===== src/scd_pkg.sv =====
// Constants, types and helpers for the system clock divider and PLL control.
// Assumes a single 125 MHz bus clock and an AHB-Lite master.
package scd_pkg;

   // Register byte offsets
   localparam logic [7:0] OFS_TRIM = 8'h00;
   localparam logic [7:0] OFS_PLL = 8'h04;
   localparam logic [7:0] OFS_DIV = 8'h08;

   // Field positions
   localparam int DIV_UNLOCK_BIT = 7;
   localparam int PLL_RATE_BIT = 2;
   localparam int PLL_ON_BIT = 1;
   localparam int PLL_LOCK_BIT = 0;
   localparam int TRIM_RANGE_BIT = 7;

   // Reset and special values
   localparam logic [3:0] DIV_SEL_PLAIN = 4'h0;
   localparam logic [3:0] DIV_SEL_FUSED = 4'h3;
   localparam logic [3:0] DIV_SEL_MAX = 4'h8;
   localparam logic [7:0] UNLOCK_WORD = 8'h80;
   localparam logic [7:0] TRIM_RST = 8'h00;
   localparam logic [31:0] RDATA_RST = 32'h0000_0000;
   localparam logic [1:0] INIT_LOAD = 2'h2;
   localparam logic [1:0] INIT_DONE = 2'h3;

   // Timing
   localparam int CLK_PERIOD_NS = 8;
   localparam int UNLOCK_CYCLES = 4;
   localparam logic [2:0] UNLOCK_LAST = 3'(UNLOCK_CYCLES - 1);
   localparam int PLL_LOCK_MS = 100;
   localparam int PLL_LOCK_CYC = (PLL_LOCK_MS * 1000000 + CLK_PERIOD_NS - 1) / CLK_PERIOD_NS;

   typedef enum logic [2:0] {
      BUS_IDLE = 3'b001,
      BUS_RD = 3'b010,
      BUS_WR = 3'b100
   } scd_bus_e;

   typedef struct packed {
      logic io;
      logic adc;
      logic cpu;
      logic flash;
   } scd_clk_en_s;

   typedef struct packed {
      logic range_hi;
      logic [6:0] fine;
   } scd_trim_s;

   // Last count of one divided period, for selects 0 to 8
   function automatic logic [7:0] scd_div_last(input logic [3:0] sel);
      logic [8:0] span;
      span = 9'h001 << sel;
      return 8'(span - 9'h001);
   endfunction

   function automatic logic scd_sel_legal(input logic [3:0] sel);
      return sel <= DIV_SEL_MAX;
   endfunction

endpackage


===== src/scd_clock_ctrl.sv =====
// Clock control top: AHB-Lite registers, prescaler control, trim and PLL.
// Assumes fuse and status pins are static or slow; they are synchronised.
//
// Local design decisions: the AHB-Lite slave port and the placing of the registers.
`timescale 1ns/1ps
module scd_clock_ctrl
   import scd_pkg::*;
#(
   parameter int LOCK_CYCLES = PLL_LOCK_CYC
)
(
   input wire logic hclk,
   input wire logic hresetn,
   input wire logic hsel,
   input wire logic [31:0] haddr,
   input wire logic [1:0] htrans,
   input wire logic hwrite,
   input wire logic [2:0] hsize,
   input wire logic [31:0] hwdata,
   input wire logic hready,
   output logic [31:0] hrdata,
   output logic hreadyout,
   output logic hresp,
   input wire logic clock_out_fuse,
   input wire logic start_divide_fuse,
   input wire logic [7:0] factory_trim,
   input wire logic pll_is_sysclk,
   input wire logic core_reset_req,
   input wire logic gpio_out,
   input wire logic gpio_oe,
   output logic clock_out_pin,
   output logic clock_out_pin_oe,
   output scd_clk_en_s sys_clk_en,
   output scd_trim_s rc_trim,
   output logic pll_enable,
   output logic pll_rate,
   output logic rc_osc_enable
);

   // Pin synchronisers
   logic [11:0] pins_meta_reg;
   logic [11:0] pins_sync_reg;
   logic fuse_out_s;
   logic fuse_div_s;
   logic pll_sys_s;
   logic core_rst_s;
   logic [7:0] factory_s;

   // Start-up loading
   logic [1:0] init_cnt_reg;
   logic reload;

   // Bus slave
   scd_bus_e bus_st_reg;
   logic [7:0] addr_reg;
   logic [31:0] hrdata_reg;
   logic hreadyout_reg;
   logic accept;
   logic wr_en;
   logic wr_div;
   logic [7:0] wbyte;

   // Registers
   logic [7:0] trim_reg;
   logic pll_on_reg;
   logic pll_rate_reg;
   logic pll_lock_reg;
   logic [23:0] lock_cnt_reg;
   logic pll_en_eff;
   logic pll_enable_reg;
   logic rc_osc_enable_reg;
   logic unlock_reg;
   logic [2:0] unlock_cnt_reg;
   logic [3:0] div_sel_reg;

   // Divided clock
   logic div_tick;
   logic div_level;
   logic pin_reg;
   logic pin_oe_reg;

   always_ff @(posedge hclk or negedge hresetn) begin
      if (!hresetn) begin
         pins_meta_reg <= 12'h000;
         pins_sync_reg <= 12'h000;
      end else begin
         pins_meta_reg <= {clock_out_fuse, start_divide_fuse, pll_is_sysclk, core_reset_req, factory_trim};
         pins_sync_reg <= pins_meta_reg;
      end
   end

   assign fuse_out_s = pins_sync_reg[11];
   assign fuse_div_s = pins_sync_reg[10];
   assign pll_sys_s = pins_sync_reg[9];
   assign core_rst_s = pins_sync_reg[8];
   assign factory_s = pins_sync_reg[7:0];

   // Loads fuse values once the synchronisers hold valid pin levels
   always_ff @(posedge hclk or negedge hresetn) begin
      if (!hresetn) begin
         init_cnt_reg <= 2'h0;
      end else if (init_cnt_reg != INIT_DONE) begin
         init_cnt_reg <= 2'(init_cnt_reg + 2'h1);
      end
   end

   assign reload = (init_cnt_reg == INIT_LOAD) || core_rst_s;

   // AHB-Lite slave: writes without wait, reads with one wait state
   assign accept = hsel && htrans[1] && hready;
   assign wr_en = bus_st_reg == BUS_WR;
   assign wr_div = wr_en && (addr_reg == OFS_DIV);
   assign wbyte = hwdata[7:0];

   function automatic logic [31:0] read_mux(input logic [7:0] a);
      logic [31:0] d;
      d = RDATA_RST;
      unique case (a)
         OFS_TRIM: d[7:0] = trim_reg;
         OFS_PLL: begin
            d[PLL_RATE_BIT] = pll_rate_reg;
            d[PLL_ON_BIT] = pll_en_eff;
            d[PLL_LOCK_BIT] = pll_lock_reg;
         end
         OFS_DIV: begin
            d[DIV_UNLOCK_BIT] = unlock_reg;
            d[3:0] = div_sel_reg;
         end
         default: d = RDATA_RST;
      endcase
      return d;
   endfunction

   always_ff @(posedge hclk or negedge hresetn) begin
      if (!hresetn) begin
         bus_st_reg <= BUS_IDLE;
         addr_reg <= 8'h00;
         hreadyout_reg <= 1'b1;
         hrdata_reg <= RDATA_RST;
      end else begin
         unique case (bus_st_reg)
            BUS_IDLE, BUS_WR: begin
               if (accept) begin
                  addr_reg <= haddr[7:0];
                  bus_st_reg <= hwrite ? BUS_WR : BUS_RD;
                  hreadyout_reg <= hwrite;
               end else begin
                  bus_st_reg <= BUS_IDLE;
               end
            end
            BUS_RD: begin
               hrdata_reg <= read_mux(addr_reg);
               hreadyout_reg <= 1'b1;
               bus_st_reg <= BUS_IDLE;
            end
            default: begin
               bus_st_reg <= BUS_IDLE;
               hreadyout_reg <= 1'b1;
            end
         endcase
      end
   end

   assign hrdata = hrdata_reg;
   assign hreadyout = hreadyout_reg;
   assign hresp = 1'b0;

   // Oscillator trim, factory value on load
   always_ff @(posedge hclk or negedge hresetn) begin
      if (!hresetn) begin
         trim_reg <= TRIM_RST;
      end else if (reload) begin
         trim_reg <= factory_s;
      end else if (wr_en && addr_reg == OFS_TRIM) begin
         trim_reg <= wbyte;
      end
   end

   assign rc_trim.range_hi = trim_reg[TRIM_RANGE_BIT];
   assign rc_trim.fine = trim_reg[6:0];

   // PLL control bits
   always_ff @(posedge hclk or negedge hresetn) begin
      if (!hresetn) begin
         pll_on_reg <= 1'b0;
         pll_rate_reg <= 1'b0;
      end else if (reload) begin
         pll_on_reg <= 1'b0;
         pll_rate_reg <= 1'b0;
      end else if (wr_en && addr_reg == OFS_PLL) begin
         pll_on_reg <= wbyte[PLL_ON_BIT];
         pll_rate_reg <= wbyte[PLL_RATE_BIT];
      end
   end

   assign pll_en_eff = pll_on_reg || pll_sys_s;

   always_ff @(posedge hclk or negedge hresetn) begin
      if (!hresetn) begin
         pll_enable_reg <= 1'b0;
         rc_osc_enable_reg <= 1'b0;
      end else begin
         pll_enable_reg <= pll_en_eff;
         rc_osc_enable_reg <= pll_en_eff;
      end
   end

   assign pll_enable = pll_enable_reg;
   assign pll_rate = pll_rate_reg;
   assign rc_osc_enable = rc_osc_enable_reg;

   // Lock timer restarts whenever the PLL is off
   always_ff @(posedge hclk or negedge hresetn) begin
      if (!hresetn) begin
         lock_cnt_reg <= 24'h000000;
         pll_lock_reg <= 1'b0;
      end else if (!pll_enable_reg) begin
         lock_cnt_reg <= 24'h000000;
         pll_lock_reg <= 1'b0;
      end else if (lock_cnt_reg == 24'(LOCK_CYCLES - 1)) begin
         pll_lock_reg <= 1'b1;
      end else begin
         lock_cnt_reg <= 24'(lock_cnt_reg + 24'h000001);
      end
   end

   // Unlock bit with fixed window, never extended
   always_ff @(posedge hclk or negedge hresetn) begin
      if (!hresetn) begin
         unlock_reg <= 1'b0;
         unlock_cnt_reg <= 3'h0;
      end else if (reload) begin
         unlock_reg <= 1'b0;
         unlock_cnt_reg <= 3'h0;
      end else if (wr_div && wbyte == UNLOCK_WORD && !unlock_reg) begin
         unlock_reg <= 1'b1;
         unlock_cnt_reg <= 3'h0;
      end else if (unlock_reg && wr_div && !wbyte[DIV_UNLOCK_BIT]) begin
         unlock_reg <= 1'b0;
      end else if (unlock_reg && unlock_cnt_reg == UNLOCK_LAST) begin
         unlock_reg <= 1'b0;
      end else if (unlock_reg) begin
         unlock_cnt_reg <= 3'(unlock_cnt_reg + 3'h1);
      end
   end

   // Select accepted only inside the window, any value
   always_ff @(posedge hclk or negedge hresetn) begin
      if (!hresetn) begin
         div_sel_reg <= DIV_SEL_PLAIN;
      end else if (reload) begin
         div_sel_reg <= fuse_div_s ? DIV_SEL_FUSED : DIV_SEL_PLAIN;
      end else if (wr_div && unlock_reg && !wbyte[DIV_UNLOCK_BIT]) begin
         div_sel_reg <= wbyte[3:0];
      end
   end

   scd_prescaler u_prescaler (
      .hclk(hclk),
      .hresetn(hresetn),
      .div_sel(div_sel_reg),
      .tick(div_tick),
      .clk_level(div_level)
   );

   // One enable for every synchronous domain
   assign sys_clk_en.io = div_tick;
   assign sys_clk_en.adc = div_tick;
   assign sys_clk_en.cpu = div_tick;
   assign sys_clk_en.flash = div_tick;

   // Pin override keeps running through core reset
   always_ff @(posedge hclk or negedge hresetn) begin
      if (!hresetn) begin
         pin_reg <= 1'b0;
         pin_oe_reg <= 1'b0;
      end else if (fuse_out_s) begin
         pin_reg <= div_level;
         pin_oe_reg <= 1'b1;
      end else begin
         pin_reg <= gpio_out;
         pin_oe_reg <= gpio_oe;
      end
   end

   assign clock_out_pin = pin_reg;
   assign clock_out_pin_oe = pin_oe_reg;
endmodule


===== src/scd_prescaler.sv =====
// Divide counter running on the undivided clock, with glitch-free switching.
// Assumes the select comes from a register on the same clock.
`timescale 1ns/1ps
module scd_prescaler
   import scd_pkg::*;
(
   input wire logic hclk,
   input wire logic hresetn,
   input wire logic [3:0] div_sel,
   output logic tick,
   output logic clk_level
);

   logic [7:0] cnt_reg;
   logic [3:0] cur_reg;
   logic tick_reg;
   logic level_reg;
   logic wrap;

   assign wrap = cnt_reg == scd_div_last(cur_reg);
   assign tick = tick_reg;
   assign clk_level = level_reg;

   // Count on every undivided edge, state not readable
   always_ff @(posedge hclk or negedge hresetn) begin
      if (!hresetn) begin
         cnt_reg <= 8'h00;
      end else if (wrap) begin
         cnt_reg <= 8'h00;
      end else begin
         cnt_reg <= 8'(cnt_reg + 8'h01);
      end
   end

   // New factor only at the end of a whole old period
   always_ff @(posedge hclk or negedge hresetn) begin
      if (!hresetn) begin
         cur_reg <= DIV_SEL_PLAIN;
      end else if (wrap && scd_sel_legal(div_sel)) begin
         cur_reg <= div_sel;
      end
   end

   // Enable pulse and clock level, high in first half of period
   always_ff @(posedge hclk or negedge hresetn) begin
      if (!hresetn) begin
         tick_reg <= 1'b0;
         level_reg <= 1'b0;
      end else begin
         tick_reg <= wrap;
         level_reg <= (cur_reg == DIV_SEL_PLAIN) || !cnt_reg[3'(cur_reg - 4'h1)];
      end
   end
endmodule


===== config.mk =====
export PLATFORM = sky130hd
export DESIGN_NAME = scd_clock_ctrl
export DESIGN_NICKNAME = d
export VERILOG_FILES = /design/src/scd_pkg.sv /design/src/scd_clock_ctrl.sv /design/src/scd_prescaler.sv
export SDC_FILE = /design/constraint.sdc
export NUM_CORES = 1
export LEC_CHECK = 0
export BUFFER_PORTS_ARGS = -buffer_cell sky130_fd_sc_hd__buf_4
export CAP_MARGIN = 25
export CORE_MARGIN = 5
export CORE_UTILIZATION = 47
export CTS_CLUSTER_DIAMETER = 80
export CTS_CLUSTER_SIZE = 16
export DETAILED_ROUTE_END_ITERATION = 6
export GPL_TIMING_DRIVEN = 0
export PLACE_DENSITY_LB_ADDON = 0.05
export SYNTH_ARGS = -nofsm -noshare
export SYNTH_HDL_FRONTEND = slang
export SYNTH_SLANG_ARGS = --single-unit

===== constraint.sdc =====
create_clock -name hclk -period 2.6 [get_ports hclk]
set_input_delay 0.52 -clock hclk [delete_from_list [all_inputs] [get_ports hclk]]
set_output_delay 0.52 -clock hclk [all_outputs]
set_load 0.02 [all_outputs]

; ---- Word-level counts from Yosys, hierarchy flattened
; Index checks and enable logic that the tools add are counted.
; W data, S select, Z words.
[word_totals]
wordCells = 110
inputBits = 88
reg_bits = 106
[classes]
n_mux = 36
reduce_logical = 27
n_eq_ne = 16
order_cmp = 2
shift = 1
add_sub_neg = 6
[op_table]
columns = cell, count
row1 = $mux W24, 2
row2 = $mux W3, 9
row3 = $add A24 B1 Y24 const B, 1
row4 = $eq A24 B24 Y1 const B, 1
row5 = $mux W8, 3
row6 = $mux W1, 15
row7 = $logic_and A1 B1 Y1, 11
row8 = $pmux W3 S3, 1
row9 = $add A8 B1 Y8 const B, 1
row10 = $eq A8 B3 Y1 const B, 1
row11 = $eq A8 B4 Y1 const B, 1
row12 = $eq A8 B8 Y1, 1
row13 = $eq A8 B8 Y1 const B, 1
row14 = $logic_not A8 Y1, 1
row15 = $mux W4, 2
row16 = $shl A1 B4 Y8 const A, 1
row17 = $sub A8 B1 Y8 const B, 1
row18 = $eq A3 B2 Y1 const B, 2
row19 = $ne A2 B2 Y1 const B, 3
row20 = $ne A3 B3 Y1 const B, 2
row21 = $reduce_bool A2 Y1, 3
row22 = $le A4 B4 Y1 const B, 1
row23 = $logic_not A4 Y1, 1
row24 = $lt A3 B4 Y1 const B, 1
row25 = 17 further kinds, 22

; ---- Depth between registers and ports, before layout
[depth]
ltp_word = 7
mapped_depth = 12

; ---- By module
; Synthesis repeated with hierarchy kept, for this count alone.
[unflattened]
cells_unflattened = 469
area_unflattened_um2 = 5170.0
[modules_own_cells]
columns = module, seq_area_each_um2, cells_each, instances, area_per_inst_um2
row1 = scd_clock_ctrl, 2304.7, 356, 1, 4055.1
row2 = scd_prescaler, 350.3, 113, 1, 1114.8

; ---- Worst setup path after synthesis
; No wires, ideal clock.
[synth_timing]
kind = register -> register
from = reg u_prescaler.cur_reg[0]
to = reg u_prescaler.cur_reg[0]
path_stages_with_launch = 12
path_buffers = 1
arrival_time_ps = 2387
period_less_slack_ps = 2512
required_ps = 2475
setup_ps = 125
setup_slack_ps = 88
path_cell_list = dfrtp_1 -> inv_1 -> ha_1 -> nand2_1 -> ha_1 -> clkbuf_1 -> nor3b_1 -> a21oi_1 -> o21ai_0 -> xor2_1 -> nor3_4 -> mux2_2
[synth_between]
elab_chain_cells = 4
[synth_rtl]
columns = item, line
row1 = start: declaration, scd_prescaler.sv:15  ; logic [3:0] cur_reg;
row2 = start signal: assignment, scd_prescaler.sv:40  ; cur_reg <= div_sel;
row3 = $shl A1 B4 Y8, scd_pkg.sv:55  ; span = 9'h001 << sel;
row4 = $sub A8 B1 Y8, scd_pkg.sv:56  ; return 8'(span - 9'h001);
row5 = $eq A8 B8 Y1, scd_prescaler.sv:20  ; assign wrap = cnt_reg == scd_div_last(cur_reg);
row6 = $logic_and A1 B1 Y1, scd_prescaler.sv:39  ; end else if (wrap && scd_sel_legal(div_sel)) begin
; No other way between the ends.
; A chain may end at the register's enable or synchronous reset.

; ---- Worst setup path after layout
; Ends and elaborated chain as after synthesis.

==> summary.md <==
| Metric | Value |
|---|---|
| Number of global-route vias before repair | 3,557 |
| Fin cells | 724 |
| WP data arrival | 2820 ps |
| First-pass GRT wire length | 16,900 um |
| Crit path kind | flip-flop to flip-flop |
| Antenna-violating nets left | 0 |
| Root Buffer Master | clkbuf_8 |
| Achievable Freq | 0.390 GHz |
| Buffers on Ports | 61 |
| H-tree levels | 3 |
| Max Fanout on Critical Path | 5 |
| Pre-antenna DRT Iters | 4 |
| Clock Sink Count | 106 |
| Max-Slew Margin vs Limit | 52.2% |
| Worst vdd ir | 422 uV |
| Synth Area in XOR/XNOR | 6.55% |
| Die area | 0.0130 sq mm |
| DP Area | 0.00583 sq mm |
| Multiplexer area fraction after synthesis | 6.31% |
| Critical path startpoint category | flip-flop |
| Nets | 679 |
| Tot GR Track Use | 16.2% |
| Post-synth EDFFs | 0 |
| CTS clk-pin slew, worst paths | 100 ps |
| Post-synth ARST share | 100% |
| Post-Route WL | 10,200 um |
| Initial antenna violation count | 0 |
| Seq/Total Area, Yosys | 52.3% |
| Final setup fails | 0 |
| PD cells | 714 mW/mm^2 |
| Largest family of logic cells by synthesized area | simple AND/OR/NAND/NOR gates |
| Cell variety after synth | 56 |
| Insertion delay to the later sink of the worst-skew pair | 370 ps |
| Tightest Hold Check Type | input pin to async pin |
| Main synth FF type | dfrtp_1 |
| Inserted Clock Buffers | 9 |
| Drc violations | 0 |
| Tcrit/Tclk final | 98.7% |
| Leakage | 2.99 nW |
| Finished Core Util | 58.0% |
| GP Congestion | 0.862 |
| Worst Path Required | 2850 ps |
| Area grow syn2layout | 22.2% |
| Clock Path Buffers | 2 |
| Adder-cell share of the synthesized area | 2.96% |
| Slew @ Worst Pin | 711 ps |
| Most frequent cells in the layout | 102 x dfrtp_1, 101 x buf_4, 48 x nand2_1 |
| Initial Utilization | 47.5% |
| DR vias | 3,534 |
| N_diodes | 0 |
| RSZ-0062 raised after global routing | yes |
| Synth Register Bits | 106 |
| Core Region | 0.0107 sq mm |
| DRT iter0 DRCs | 108 |
| Finished Cell Area | 0.00621 sq mm |
| Pins Over Slew Limit | 0 |
| Inst Count DP | 698 |
| Largest net degree at the start of global routing | 73 |
| TritonCTS clock tree | yes |
| Vias per inst | 4.88 |
| Final Hold Vio Count | 0 |
| Status | finished, final reports clean |
| Period minus WS final | 2570 ps |
| Die Y | 114 um |
| Max reg flops | 24 |
| Synthesized area per cell | 10.8 sq um |
| Clk_skew | 16.6 ps |
| Core Rows | 38 |
| Share of layout cells above drive strength 1 | 28.8% |
| IO Pins | 139 |
| Setup Total Neg Slack | 0 ps |
| GRT Residual Overflow | 0 |
| Detailed placement HPWL | 7480 um |
| Synth warn | 0 |
| Synth Area in Compound Gates | 6.41% |
| Final Power | 0.00443 W |
| Die Width | 114 um |
| Area of the mapped netlist | 0.00508 sq mm |
| Max cap viols | 0 |
| Most common cell after layout, fill and taps aside | dfrtp_1 |
| Post-synthesis cell count | 472 |
| Post-synthesis simple-gate area fraction | 18.8% |
| CP Capture Type | flip-flop |
| WL per Instance | 14.1 um |
power breakdown:
part           internal, W  total [W]  switching (W)  leakage (nW)
clock network     0.000416   0.000988       0.000572        0.0985
registers          0.00181    0.00198       0.000169          1.33
logic             0.000761    0.00146       0.000702          1.56
total              0.00299    0.00443        0.00144          2.99
routing by layer:
layer / up-vias / track usage, % / wire length [um]
met1: 1660 / 20.3 / 4450
met3: 14 / 4.83 / 656
met5: - / 0 / 0
met2: 97 / 27.4 / 4940
met4: 0 / 4.67 / 151
li1: 1763 / - / -
worst paths after layout:
check / startpoint / end / slack [ps] / cells past startpoint
min in group hclk: factory_trim[3] / pins_meta_reg[3]$_DFF_PN0_ / 250 / 1
max in group asynchronous: hresetn / u_prescaler.cur_reg[1]$_DFFE_PN0P_ / 1810 / 2
worst max register to register: u_prescaler.cur_reg[0]$_DFFE_PN0P_ / u_prescaler.cur_reg[0]$_DFFE_PN0P_ / 30 / 8
worst max-delay path: u_prescaler.cur_reg[0]$_DFFE_PN0P_ / u_prescaler.cur_reg[0]$_DFFE_PN0P_ / 30 / 8
worst min-delay path: hresetn / lock_cnt_reg[8]$_DFFE_PN0P_ / 90 / 1
worst min register to register: pins_meta_reg[3]$_DFF_PN0_ / pins_sync_reg[3]$_DFF_PN0_ / 360 / 0
timing repair:
| action | 4_1_cts | 5_1_grt |
|---|---|---|
| setup buffers | 3 | 8 |
| pin swaps | 3 | 8 |
| endpoints found under the setup margin | 12 | 11 |
| cloned | 0 | 1 |
| hold endpoints to repair | 0 | 0 |
| gates resized for setup | 8 | 17 |
| hold buffers | 0 | 0 |
worst max-delay path, cell delays in order, from the launching register on:
cell and delay [ps]:
dfrtp_2 460, buf_6 130, ha_4 170, o31a_1 270, or3_4 370, a211oi_2 240
o22ai_2 130, nor3_4 350, mux2_4 330
stage by stage:
stage	hold WS, ps	setup slack, ps
2_1_floorplan	224	88.4
3_3_place_gp	332	-189
3_5_place_dp	335	-245
4_1_cts	95.0	44.5
5_1_grt	112	-78.5
6_report	93.9	32.7
cell type report:
type                       instances  area [sq um]
buffer                            42           288
sequential                       106          2660
fill                             926          4490
tap                              140           175
inverter                          12          50.0
clock buffer                      11           151
timing repair buffer              74           577
multi-input combinational        334          2260
clock inverter                     5          45.0
cell families after synthesis:
| kind of cell | after synthesis |
|---|---|
| other | 1 |
| flip-flops | 106 |
| AO/OA/AOI/OAI | 50 |
| XOR/XNOR | 38 |
| adder cells (fa/ha/maj) | 12 |
| buffers and inverters | 56 |
| multiplexers | 28 |
| AND/OR/NAND/NOR | 181 |
cells in the mapped netlist (all sizes together), types with 6 or more instances:
| cell | number | area [sq um] |
|---|---|---|
| xor2 | 18 | 158 |
| nand2 | 49 | 184 |
| and3 | 12 | 75.1 |
| or2 | 6 | 37.5 |
| ha | 12 | 150 |
| mux2 | 12 | 135 |
| nor4 | 6 | 43.8 |
| xnor2 | 20 | 175 |
| o21ai | 13 | 65.1 |
| buf | 35 | 258 |
| a21oi | 9 | 45.0 |
| mux2i | 14 | 140 |
| nor2b | 6 | 37.5 |
| nor3 | 7 | 51.3 |
| dfrtp | 104 | 2600 |
| nor2 | 35 | 131 |
| inv | 12 | 45.0 |
| nand3 | 17 | 85.1 |
| a31oi | 9 | 56.3 |
| clkbuf | 9 | 33.8 |
| and2 | 21 | 131 |
Note: power is estimated with default switching activity, not from simulation.
